### src/logic/lim_pkg.sv
package lim_pkg;

	// ==========================================================
	// Timing constants (40 MHz reference clock).
	// ==========================================================
	localparam int unsigned CLK_HZ = 40000000;
	localparam int unsigned TICK_US = 1000;
	localparam int unsigned TICK_CYCLES = CLK_HZ / 1000000 * TICK_US;
	localparam int unsigned METHOD1_PERIOD_MS = 200;
	localparam int unsigned METHOD1_LAG_MS = 800;
	localparam int unsigned METHOD2_PERIOD_MS = 40;
	localparam int unsigned METHOD2_LAG_MS = 80;
	localparam int unsigned SETTLE_UNIT_MS = 250;
	localparam int unsigned FLAG_HOLD_MS = 800;
	localparam int unsigned OC_UNIT_MS = 1;
	localparam int unsigned BLOCK_UNIT_MS = 100;
	localparam int unsigned HIST_DEPTH = METHOD1_LAG_MS / METHOD1_PERIOD_MS;

	// ==========================================================
	// Reset values of programmable fields, and field encodings.
	// ==========================================================
	localparam logic [3:0] SETTLE_TIME_RST = 4'h4;
	localparam logic [2:0] DIFF_THRESH_RST = 3'h2;
	localparam logic [4:0] ABS_THRESH_RST = 5'h00;
	localparam logic [7:0] OC_DELAY_RST = 8'h14;
	localparam logic [1:0] BLOCK_ABSOLUTE = 2'h2;
	localparam logic [1:0] PIN_FUNC_ALERT = 2'h3;
	localparam logic [1:0] PIN_FUNC_CARRIER = 2'h1;
	localparam logic [1:0] SEC_MODE_FSK = 2'h2;

	// ==========================================================
	// Result codes sent to the host.
	// ==========================================================
	localparam logic [7:0] CODE_INTR_START = 8'h69;
	localparam logic [7:0] CODE_INTR_END = 8'h49;
	localparam logic [7:0] CODE_LOOP_LOSS = 8'h6c;
	localparam logic [7:0] CODE_LOOP_BACK = 8'h4c;
	localparam logic [7:0] CODE_OVERCURRENT = 8'h78;

	// Supervisor phases, from idle through seizure to the on-hook hold.
	typedef enum logic [4:0] {
		LIM_IDLE = 5'b00001,
		LIM_SETTLE = 5'b00010,
		LIM_RUN = 5'b00100,
		LIM_BLOCK = 5'b01000,
		LIM_HOLD = 5'b10000
	} lim_state_t;

endpackage

### src/logic/lim_monitor.sv
`timescale 1ns/1ps

module lim_monitor #(
	parameter int LVL_W = 5,
	parameter int unsigned TICK = lim_pkg::TICK_CYCLES
) (
	input wire logic ref_clk,
	input wire logic rst,
	input wire logic off_hook,
	input wire logic dial_start,
	input wire logic data_mode,
	input wire logic connecting,
	input wire logic cmd_call,
	input wire logic security_call,
	input wire logic [1:0] security_mode,
	input wire logic fsk_active,
	input wire logic line_present,
	input wire logic carrier_lost,
	input wire logic carrier_detect,
	input wire logic loop_low,
	input wire logic loop_high,
	input wire logic [LVL_W-1:0] loop_sense_level,
	input wire logic [3:0] settle_time,
	input wire logic [6:0] deglitch_rate,
	input wire logic offhook_detect_select,
	input wire logic [2:0] diff_current_threshold,
	input wire logic abs_thresh_wr,
	input wire logic [4:0] abs_thresh_wdata,
	input wire logic [1:0] block_method,
	input wire logic [7:0] block_time,
	input wire logic [1:0] pin_four_func,
	input wire logic [1:0] pin_two_func,
	input wire logic carrier_pin_aux_select,
	input wire logic carrier_detect_enable,
	input wire logic alert_level_clear,
	input wire logic loop_loss_enable,
	input wire logic [7:0] overcurrent_check_delay,
	output logic [4:0] abs_current_threshold,
	output logic intrusion_flag,
	output logic no_line_flag,
	output logic overcurrent_flag,
	output logic alert_output_level,
	output logic general_pin_four,
	output logic general_pin_two,
	output logic code_valid,
	output logic [7:0] code
);
	lim_pkg::lim_state_t state;
	logic [31:0] tick_cnt;
	logic tick;
	logic [15:0] ms_cnt;
	logic [15:0] phase_ms;
	logic [15:0] period_ms;
	logic [15:0] period_cnt;
	logic sample_now;
	logic [LVL_W-1:0] hist [lim_pkg::HIST_DEPTH];
	logic [2:0] hist_fill;
	logic [LVL_W-1:0] ref_level;
	logic dg_valid;
	logic [LVL_W-1:0] dg_value;
	logic intr;
	logic [LVL_W-1:0] last_clean;
	logic [LVL_W-1:0] pre_block;
	logic post_block_pending;
	logic line_prev;
	logic line_lost;
	logic loop_prev;
	logic oc_done;
	logic carrier_prev;
	logic codes_ok;
	logic diff2;
	logic is_m1;
	logic is_m2;
	logic detect_start;
	logic detect_end;
	logic [LVL_W:0] drop;
	logic [LVL_W:0] rise;
	logic [15:0] settle_ms;
	logic [15:0] block_ms;
	logic phase_restart;

	// Method selection; the absolute method ignores the deglitch rate.
	assign diff2 = offhook_detect_select && deglitch_rate != 7'h00;
	assign is_m1 = offhook_detect_select && deglitch_rate == 7'h00;
	assign is_m2 = diff2;
	assign settle_ms = 16'(settle_time) * 16'(lim_pkg::SETTLE_UNIT_MS);
	assign block_ms = 16'(block_time) * 16'(lim_pkg::BLOCK_UNIT_MS);

	// Intrusion and loop codes allowed only outside data mode and in the permitted call phases.
	assign codes_ok = !data_mode && (connecting || cmd_call || (security_call
		&& (security_mode != lim_pkg::SEC_MODE_FSK || !fsk_active)));

	// ==========================================================
	// Millisecond timebase.
	// ==========================================================
	always_ff @(posedge ref_clk)
	begin
		if (rst || tick || state == lim_pkg::LIM_IDLE)
		begin
			tick_cnt <= '0;
		end
		else
		begin
			tick_cnt <= tick_cnt + 32'h1;
		end
	end
	assign tick = tick_cnt == 32'(TICK - 1);

	// Blocking and the on-hook hold are timed from their own entry, not from seizure.
	assign phase_restart = (state != lim_pkg::LIM_IDLE && state != lim_pkg::LIM_HOLD
		&& !off_hook) || (state == lim_pkg::LIM_RUN && is_m2 && dial_start
		&& block_method != 2'h0);

	// Milliseconds since seizure, or since entry to blocking or hold; the timebase is restarted in idle.
	always_ff @(posedge ref_clk)
	begin
		if (rst || state == lim_pkg::LIM_IDLE || phase_restart)
		begin
			ms_cnt <= '0;
		end
		else if (tick && ms_cnt != 16'hffff)
		begin
			ms_cnt <= ms_cnt + 16'h1;
		end
	end

	// ==========================================================
	// Comparison period: 200 ms, or 40 ms times the deglitch rate.
	// ==========================================================
	assign period_ms = is_m2 ? 16'(deglitch_rate) * 16'(lim_pkg::METHOD2_PERIOD_MS)
		: 16'(lim_pkg::METHOD1_PERIOD_MS);

	always_ff @(posedge ref_clk)
	begin
		if (rst || state != lim_pkg::LIM_RUN)
		begin
			period_cnt <= '0;
			sample_now <= 1'b0;
		end
		else
		begin
			sample_now <= 1'b0;
			if (tick)
			begin
				if (period_cnt + 16'h1 >= period_ms)
				begin
					period_cnt <= '0;
					sample_now <= 1'b1;
				end
				else
				begin
					period_cnt <= period_cnt + 16'h1;
				end
			end
		end
	end
	assign phase_ms = ms_cnt;

	lim_deglitch #(
		.W(LVL_W)
	) u_deglitch (
		.ref_clk(ref_clk),
		.rst(rst),
		.sample_en(sample_now && is_m2),
		.sample_in(loop_sense_level),
		.valid(dg_valid),
		.value(dg_value)
	);

	// ==========================================================
	// Sample history; the lag is two periods in method two, four in one.
	// ==========================================================
	always_ff @(posedge ref_clk)
	begin
		if (rst || state == lim_pkg::LIM_IDLE)
		begin
			hist_fill <= '0;
			for (int i = 0; i < lim_pkg::HIST_DEPTH; i++)
			begin
				hist[i] <= '0;
			end
		end
		else if ((is_m1 && sample_now) || (is_m2 && dg_valid))
		begin
			hist[0] <= is_m2 ? dg_value : loop_sense_level;
			for (int i = 1; i < lim_pkg::HIST_DEPTH; i++)
			begin
				hist[i] <= hist[i-1];
			end
			if (hist_fill != 3'(lim_pkg::HIST_DEPTH))
			begin
				hist_fill <= hist_fill + 3'h1;
			end
		end
	end

	// In method two a preloaded threshold stands in as reference until two samples are held.
	assign ref_level = is_m2 ? ((hist_fill >= 3'h2) ? hist[1]
		: (abs_current_threshold != 5'h00 ? LVL_W'(abs_current_threshold) : hist[0]))
		: hist[lim_pkg::HIST_DEPTH-1];
	assign drop = {1'b0, ref_level} - {1'b0, (is_m2 ? dg_value : loop_sense_level)};
	assign rise = {1'b0, (is_m2 ? dg_value : loop_sense_level)} - {1'b0, ref_level};

	always_comb
	begin
		detect_start = 1'b0;
		detect_end = 1'b0;
		if (state == lim_pkg::LIM_RUN)
		begin
			if (is_m1 && sample_now && hist_fill == 3'(lim_pkg::HIST_DEPTH))
			begin
				detect_start = !drop[LVL_W] && drop > (LVL_W+1)'(diff_current_threshold);
				detect_end = !rise[LVL_W] && rise > (LVL_W+1)'(diff_current_threshold);
			end
			else if (is_m2 && dg_valid && (hist_fill != 3'h0
				|| abs_current_threshold != 5'h00))
			begin
				detect_start = !drop[LVL_W] && drop > (LVL_W+1)'(diff_current_threshold);
				detect_end = !rise[LVL_W] && rise > (LVL_W+1)'(diff_current_threshold);
			end
			else if (!offhook_detect_select)
			begin
				detect_start = LVL_W'(loop_sense_level) < abs_current_threshold;
				detect_end = !(loop_sense_level < abs_current_threshold);
			end
		end
		else if (state == lim_pkg::LIM_BLOCK && post_block_pending && phase_ms >= block_ms)
		begin
			detect_start = pre_block > loop_sense_level
				&& pre_block - loop_sense_level > LVL_W'(diff_current_threshold);
		end
	end

	// ==========================================================
	// Phase machine: settle, run, optional blocking, on-hook hold.
	// ==========================================================
	always_ff @(posedge ref_clk)
	begin
		if (rst)
		begin
			state <= lim_pkg::LIM_IDLE;
		end
		else
		begin
			unique case (state)
				lim_pkg::LIM_IDLE: if (off_hook) state <= lim_pkg::LIM_SETTLE;
				lim_pkg::LIM_SETTLE:
					if (!off_hook) state <= lim_pkg::LIM_HOLD;
					else if (phase_ms >= settle_ms) state <= lim_pkg::LIM_RUN;
				lim_pkg::LIM_RUN:
					if (!off_hook) state <= lim_pkg::LIM_HOLD;
					else if (is_m2 && dial_start && block_method != 2'h0)
						state <= lim_pkg::LIM_BLOCK;
				lim_pkg::LIM_BLOCK:
					if (!off_hook) state <= lim_pkg::LIM_HOLD;
					else if (block_method != lim_pkg::BLOCK_ABSOLUTE || phase_ms >= block_ms)
						state <= lim_pkg::LIM_RUN;
				lim_pkg::LIM_HOLD:
					if (phase_ms >= 16'(lim_pkg::FLAG_HOLD_MS)) state <= lim_pkg::LIM_IDLE;
			endcase
		end
	end

	// Sample taken just before blocking, compared once BLOCK_ABSOLUTE blocking ends.
	always_ff @(posedge ref_clk)
	begin
		if (rst)
		begin
			pre_block <= '0;
			post_block_pending <= 1'b0;
		end
		else if (state == lim_pkg::LIM_RUN && is_m2 && dial_start)
		begin
			pre_block <= loop_sense_level;
			post_block_pending <= 1'b1;
		end
		else if (state != lim_pkg::LIM_BLOCK)
		begin
			post_block_pending <= 1'b0;
		end
	end

	// ==========================================================
	// Intrusion state, reference keeping and threshold write-back.
	// ==========================================================
	always_ff @(posedge ref_clk)
	begin
		if (rst)
		begin
			intr <= 1'b0;
			last_clean <= '0;
			abs_current_threshold <= lim_pkg::ABS_THRESH_RST;
			line_prev <= 1'b0;
			line_lost <= 1'b0;
		end
		else
		begin
			line_prev <= line_present;
			if (state == lim_pkg::LIM_IDLE)
			begin
				intr <= 1'b0;
			end
			else if (detect_start)
			begin
				intr <= 1'b1;
			end
			else if (detect_end)
			begin
				intr <= 1'b0;
			end
			if (!intr && !detect_start && (sample_now || dg_valid))
			begin
				last_clean <= loop_sense_level;
			end
			if (state == lim_pkg::LIM_IDLE && line_prev && !line_present)
			begin
				line_lost <= 1'b1;
			end
			if (abs_thresh_wr)
			begin
				abs_current_threshold <= abs_thresh_wdata;
			end
			else if (state != lim_pkg::LIM_IDLE && state != lim_pkg::LIM_HOLD && !off_hook)
			begin
				abs_current_threshold <= 5'(last_clean);
			end
			else if (state == lim_pkg::LIM_IDLE && line_lost && line_present)
			begin
				abs_current_threshold <= '0;
				line_lost <= 1'b0;
			end
		end
	end

	// ==========================================================
	// Status flags, result codes and the latched event pin.
	// ==========================================================
	always_ff @(posedge ref_clk)
	begin
		if (rst)
		begin
			intrusion_flag <= 1'b0;
			no_line_flag <= 1'b0;
			overcurrent_flag <= 1'b0;
			alert_output_level <= 1'b0;
			code_valid <= 1'b0;
			code <= '0;
			loop_prev <= 1'b0;
			oc_done <= 1'b0;
			carrier_prev <= 1'b0;
		end
		else
		begin
			code_valid <= 1'b0;
			loop_prev <= loop_low;
			carrier_prev <= carrier_lost;
			if (state != lim_pkg::LIM_HOLD)
			begin
				intrusion_flag <= intr;
			end
			if (alert_level_clear)
			begin
				alert_output_level <= 1'b0;
			end
			if (state == lim_pkg::LIM_IDLE)
			begin
				oc_done <= 1'b0;
			end
			else if (!oc_done && off_hook && state != lim_pkg::LIM_HOLD
				&& phase_ms >= 16'(overcurrent_check_delay) * 16'(lim_pkg::OC_UNIT_MS))
			begin
				oc_done <= 1'b1;
				if (loop_high)
				begin
					overcurrent_flag <= 1'b1;
					code <= lim_pkg::CODE_OVERCURRENT;
					code_valid <= 1'b1;
				end
			end
			if (detect_start && !intr)
			begin
				alert_output_level <= 1'b1;
				code <= lim_pkg::CODE_INTR_START;
				code_valid <= codes_ok;
			end
			else if (detect_end && intr)
			begin
				code <= lim_pkg::CODE_INTR_END;
				code_valid <= codes_ok;
			end
			else if (loop_loss_enable && off_hook && loop_low && !loop_prev)
			begin
				no_line_flag <= 1'b1;
				code <= lim_pkg::CODE_LOOP_LOSS;
				code_valid <= codes_ok;
			end
			else if (loop_loss_enable && off_hook && !loop_low && loop_prev)
			begin
				no_line_flag <= 1'b0;
				alert_output_level <= 1'b1;
				code <= lim_pkg::CODE_LOOP_BACK;
				code_valid <= codes_ok;
			end
			if (data_mode && carrier_lost && !carrier_prev)
			begin
				alert_output_level <= 1'b1;
			end
		end
	end

	// Pin multiplexing, registered so outputs come from flip-flops.
	always_ff @(posedge ref_clk)
	begin
		if (rst)
		begin
			general_pin_four <= 1'b0;
			general_pin_two <= 1'b0;
		end
		else
		begin
			general_pin_four <= pin_four_func == lim_pkg::PIN_FUNC_ALERT
				&& alert_output_level;
			general_pin_two <= pin_two_func == lim_pkg::PIN_FUNC_CARRIER
				&& !carrier_pin_aux_select && carrier_detect_enable && carrier_detect;
		end
	end

endmodule // lim_monitor

### src/logic/lim_deglitch.sv
`timescale 1ns/1ps

// ==========================================================
// Deglitch stage: a sample is confirmed by the next equal one.
// ==========================================================
module lim_deglitch #(
	parameter int W = 5
) (
	input wire logic ref_clk,
	input wire logic rst,
	input wire logic sample_en,
	input wire logic [W-1:0] sample_in,
	output logic valid,
	output logic [W-1:0] value
);
	logic [W-1:0] prev;
	logic have_prev;

	// A mismatching sample replaces the candidate and nothing is passed on.
	always_ff @(posedge ref_clk)
	begin
		if (rst)
		begin
			prev <= '0;
			have_prev <= 1'b0;
			valid <= 1'b0;
			value <= '0;
		end
		else
		begin
			valid <= 1'b0;
			if (sample_en)
			begin
				prev <= sample_in;
				have_prev <= 1'b1;
				if (have_prev && sample_in == prev)
				begin
					valid <= 1'b1;
					value <= sample_in;
				end
			end
		end
	end

endmodule // lim_deglitch

### config.mk
export PLATFORM = sky130hd
export DESIGN_NAME = lim_monitor
export DESIGN_NICKNAME = d
export VERILOG_FILES = /design/src/logic/lim_pkg.sv /design/src/logic/lim_monitor.sv /design/src/logic/lim_deglitch.sv
export SDC_FILE = /design/constraint.sdc
export NUM_CORES = 1
export LEC_CHECK = 0
export BUFFER_PORTS_ARGS = -buffer_cell sky130_fd_sc_hd__buf_2
export CORE_MARGIN = 10
export CORE_UTILIZATION = 55
export DETAILED_ROUTE_END_ITERATION = 10
export GPL_ROUTABILITY_DRIVEN = 0
export PLACE_DENSITY = 0.81
export SLEW_MARGIN = 10
export SYNTH_ARGS = -nofsm -noshare
export SYNTH_HDL_FRONTEND = slang
export SYNTH_SLANG_ARGS = --single-unit
### constraint.sdc
create_clock -name ref_clk -period 5.3 [get_ports ref_clk]
set_input_delay 1.06 -clock ref_clk [delete_from_list [all_inputs] [get_ports ref_clk]]
set_output_delay 1.06 -clock ref_clk [all_outputs]
set_load 0.02 [all_outputs]
==> run_results.csv <==
group,metric,value,unit
outcome,outcome,"complete, no violations",
worst_setup_path,crit_path_end_kind,"flop",
worst_setup_path,worst-setup-path-type,"input pin to flop",
sta,tightest_slew,1.18,ns
place,portBuffers,85,
power_and_ir_drop,p_int,0.00202,W
sta,rsz0062_at_grt,"no",
yosys,synthTopCellsByArea,"dfxtp_1, ha_1, edfxtp_1",
grt,grt_antenna_before_repair,1,
cts,cts_buffer_depth,2,
grt,grt.total_usage,19.0,%
sta,fmax,202,MHz
cts,clock_sinks,139,
job,cap_violations,0,
layout,multiInputGateArea,6260,um2
floorplan,design.die.area,23400,um2
yosys,ys_seq_area_share,30.7,%
floorplan,fp.dieH,153,um
min_path,min_path_type,"flop to flop",
detailed_routing,drt-vias-per-instance,5.66,
sta,fin_worst_skew,0.00945,ns
cts,clk_latency,0.43,ns
cts,numCtsBuffers,17,
floorplan,io_pins,88,
layout,nFillCells,1402,
detailed_routing,wl_per_cell,15.3,um
sta,fin_crit,4.96,ns
cts,cts_max_level,4,
sta,period_share,93.6,%
cts,clockRootBuffer,"clkbuf_16",
yosys,synth-edff-count,20,
detailed_routing,wirelength,22.5,mm
layout,areaGrowthSynthToFinish,14.7,%
yosys,syn_avg_cell_area,8.66,um2
worst_setup_path,ff2ff_path_depth,18,
power_and_ir_drop,pwr-share-comb,21.4,%
detailed_routing,dr.pass1.iters,5,
yosys,synth_area_leader_cell,"dfxtp_1",
power_and_ir_drop,finalPower,0.00288,W
detailed_routing,drt_iter0_drc,617,
worst_setup_path,start_kind,"input pin",
sta,whs,0.467,ns
sta,hold_violations,0,
yosys,synth_warnings,0,
worst_setup_path,arrival,5.28,ns
grt,grt_pass1_wl,38.1,mm
layout,regArea,2980,um2
floorplan,fp.coreArea,17300,um2
place,dpl.hpwl,17.2,mm
layout,final_cell_mix,"nor2_1, ha_1, dfxtp_1",
min_path,whs_path_depth,2,
power_and_ir_drop,clkPwrFrac,40.0,%
cts,clkTransAtPathRegs,0.06,ns
sta,drv_slew,0,
yosys,synthCells,1120,
worst_setup_path,worstPathMaxFanout,5,
sta,setup_viol,0,
yosys,async_flop_share,0,%
grt,grt_overflow,0,
yosys,synth_top_area_share,24.6,%
yosys,synth-seq-cells,139,
floorplan,die_w,153,um
detailed_routing,vias,8322,
detailed_routing,ant_nets,0,
yosys,synth.distinct_cells,70,
power_and_ir_drop,peakVddDrop,0.206,mV
floorplan,initial_utilization,56.1,%
cts,tritoncts,"done",
floorplan,rows,48,
grt,grt_pass1_vias,8280,
layout,final_common_cell,"nor2_1",
sta,relSlewSlack,21.3,%
power_and_ir_drop,power.leakage,5.05,nW
power_and_ir_drop,p_seq_share,38.6,%
layout,nets,1443,
layout,drive_gt1_share,12.9,%
yosys,synthesis.area,9700,um2
worst_setup_path,cp.required,5.62,ns
power_and_ir_drop,powerDensity,259,nW/um2
yosys,ys.flop_type,"dfxtp_1",
power_and_ir_drop,power.switching,0.000859,W
sta,tns,0,ns
power_and_ir_drop,swShare,29.8,%
grt,grt_max_degree,49,
detailed_routing,drc,0,
==> sequential cells by signal, summed over array words and instances, names as in the netlist, 3 cells and up <==
| signal | count |
|---|---|
| pre_block | 5 |
| abs_current_threshold | 5 |
| code | 5 |
| last_clean | 5 |
| hist_fill | 3 |
| u_deglitch.prev | 5 |
| state | 5 |
| u_deglitch.value | 5 |
| ms_cnt | 16 |
| tick_cnt | 32 |
| hist | 20 |
| period_cnt | 16 |
==> power groups by stage <==
stage | Combinational (W) | Sequential, W | Clock, W
final | 0.000616 | 0.00111 | 0.00115
after global routing | 0.000706 | 0.00111 | 0.00121
after global placement | 0.000588 | 0.00113 | 0
after floorplan | 0.000425 | 0.00114 | 0
after detailed placement | 0.000609 | 0.00113 | 0
after CTS | 0.000617 | 0.00111 | 0.00116
==> cell type report <==
cell class	instances	share of cell area, %
Multi-Input combinational cell	866	56.3
Sequential cell	139	26.8
Timing Repair Buffer	120	6.30
Clock buffer	20	4.21
Inverter	88	2.97
Tap cell	225	2.53
Clock inverter	12	0.888
Antenna cell	1	0.0225
==> metrics by stage <==
stage / util [%] / setup slack (ns) / area (um2) / cells
after detailed placement: 61.0 / -0.173 / 10600 / 1438
final: 64.3 / 0.339 / 11100 / 1471
after CTS: 64.3 / 0.280 / 11100 / 1470
after floorplan: - / 0.0257 / 9710 / 1121
after global placement: 61.0 / -0.0144 / 10600 / 1438
after global routing: 64.3 / 0.0429 / 11100 / 1471
==> worst paths after layout <==
| path | end | start | slack (ns) |
|---|---|---|---|
| max | code_valid | block_time[2] | 0.34 |
| min reg2reg | u_deglitch.have_prev | u_deglitch.have_prev | 0.47 |
| min | u_deglitch.have_prev | u_deglitch.have_prev | 0.47 |
| max reg2reg | code_valid | abs_current_threshold[0] | 0.87 |
==> synthesized netlist by cell type (4+ instances only) <==
| cell type | instances |
|---|---|
| a21oi_1 | 52 |
| nand2_1 | 72 |
| and2_1 | 20 |
| a21o_1 | 14 |
| nor3_1 | 29 |
| xnor2_1 | 50 |
| ha_1 | 129 |
| nand4_1 | 16 |
| clkbuf_1 | 18 |
| o21bai_1 | 7 |
| and4_1 | 9 |
| nand2b_1 | 11 |
| o21a_1 | 10 |
| nor2b_1 | 13 |
| fa_1 | 14 |
| buf_2 | 4 |
| nor4_1 | 12 |
| nor2_1 | 154 |
| edfxtp_1 | 20 |
| inv_1 | 88 |
| o211ai_1 | 8 |
| nand3_1 | 34 |
| o21ai_0 | 33 |
| xor2_1 | 48 |
| mux2i_1 | 31 |
| a31oi_1 | 5 |
| dfxtp_1 | 119 |
| a211oi_1 | 7 |
| or3_1 | 10 |
| a222oi_1 | 5 |
| and3_1 | 16 |
| a2111oi_0 | 5 |
==> metal layers <==
layer  share of wire, %  GRT usage, %  up-vias
met4                2.3          8.31        0
met5                  0             0        -
met2                 50          32.4      221
met3                5.2          3.90       46
met1                 43          22.7     3919
li1                   -             -     4136
==> critical path, cell delays in order <==
cell and delay [ns]:
buf_2 0.12, ha_1 0.29, ha_1 0.32, fa_1 0.46
ha_1 0.34, a21oi_1 0.17, nor2_1 0.05, nor2_1 0.16
xnor2_1 0.16, ha_1 0.27, o21ai_0 0.18, nor2_1 0.07
or4_1 0.47, a21oi_1 0.13, o21ai_0 0.11, buf_4 0.19
a21o_1 0.19, a21oi_1 0.20, mux2_1 0.34
==> logic make-up (layout without fill, tap and decap cells) <==
family | count (synthesis) | in the layout | synth area share, %
and+or+nand+nor | 413 | 413 | 20.7
AOI/OAI and AO/OA | 178 | 178 | 12.1
adders and majority gates | 143 | 143 | 19.5
DFF | 139 | 139 | 30.7
buffers and inverters | 116 | 240 | 4.75
xor gates and xnor gates | 98 | 98 | 8.85
muxes | 32 | 32 | 3.31
other | 1 | 3 | 0.0387
==> what timing repair did <==
action | 4_1_cts | 5_1_grt
buffers inserted | 0 | 0
hold buffers | 0 | 0
endpoints found under the setup margin | 0 | 1
gates resized for setup | 0 | 1
Power figures use the tool's default switching activity.
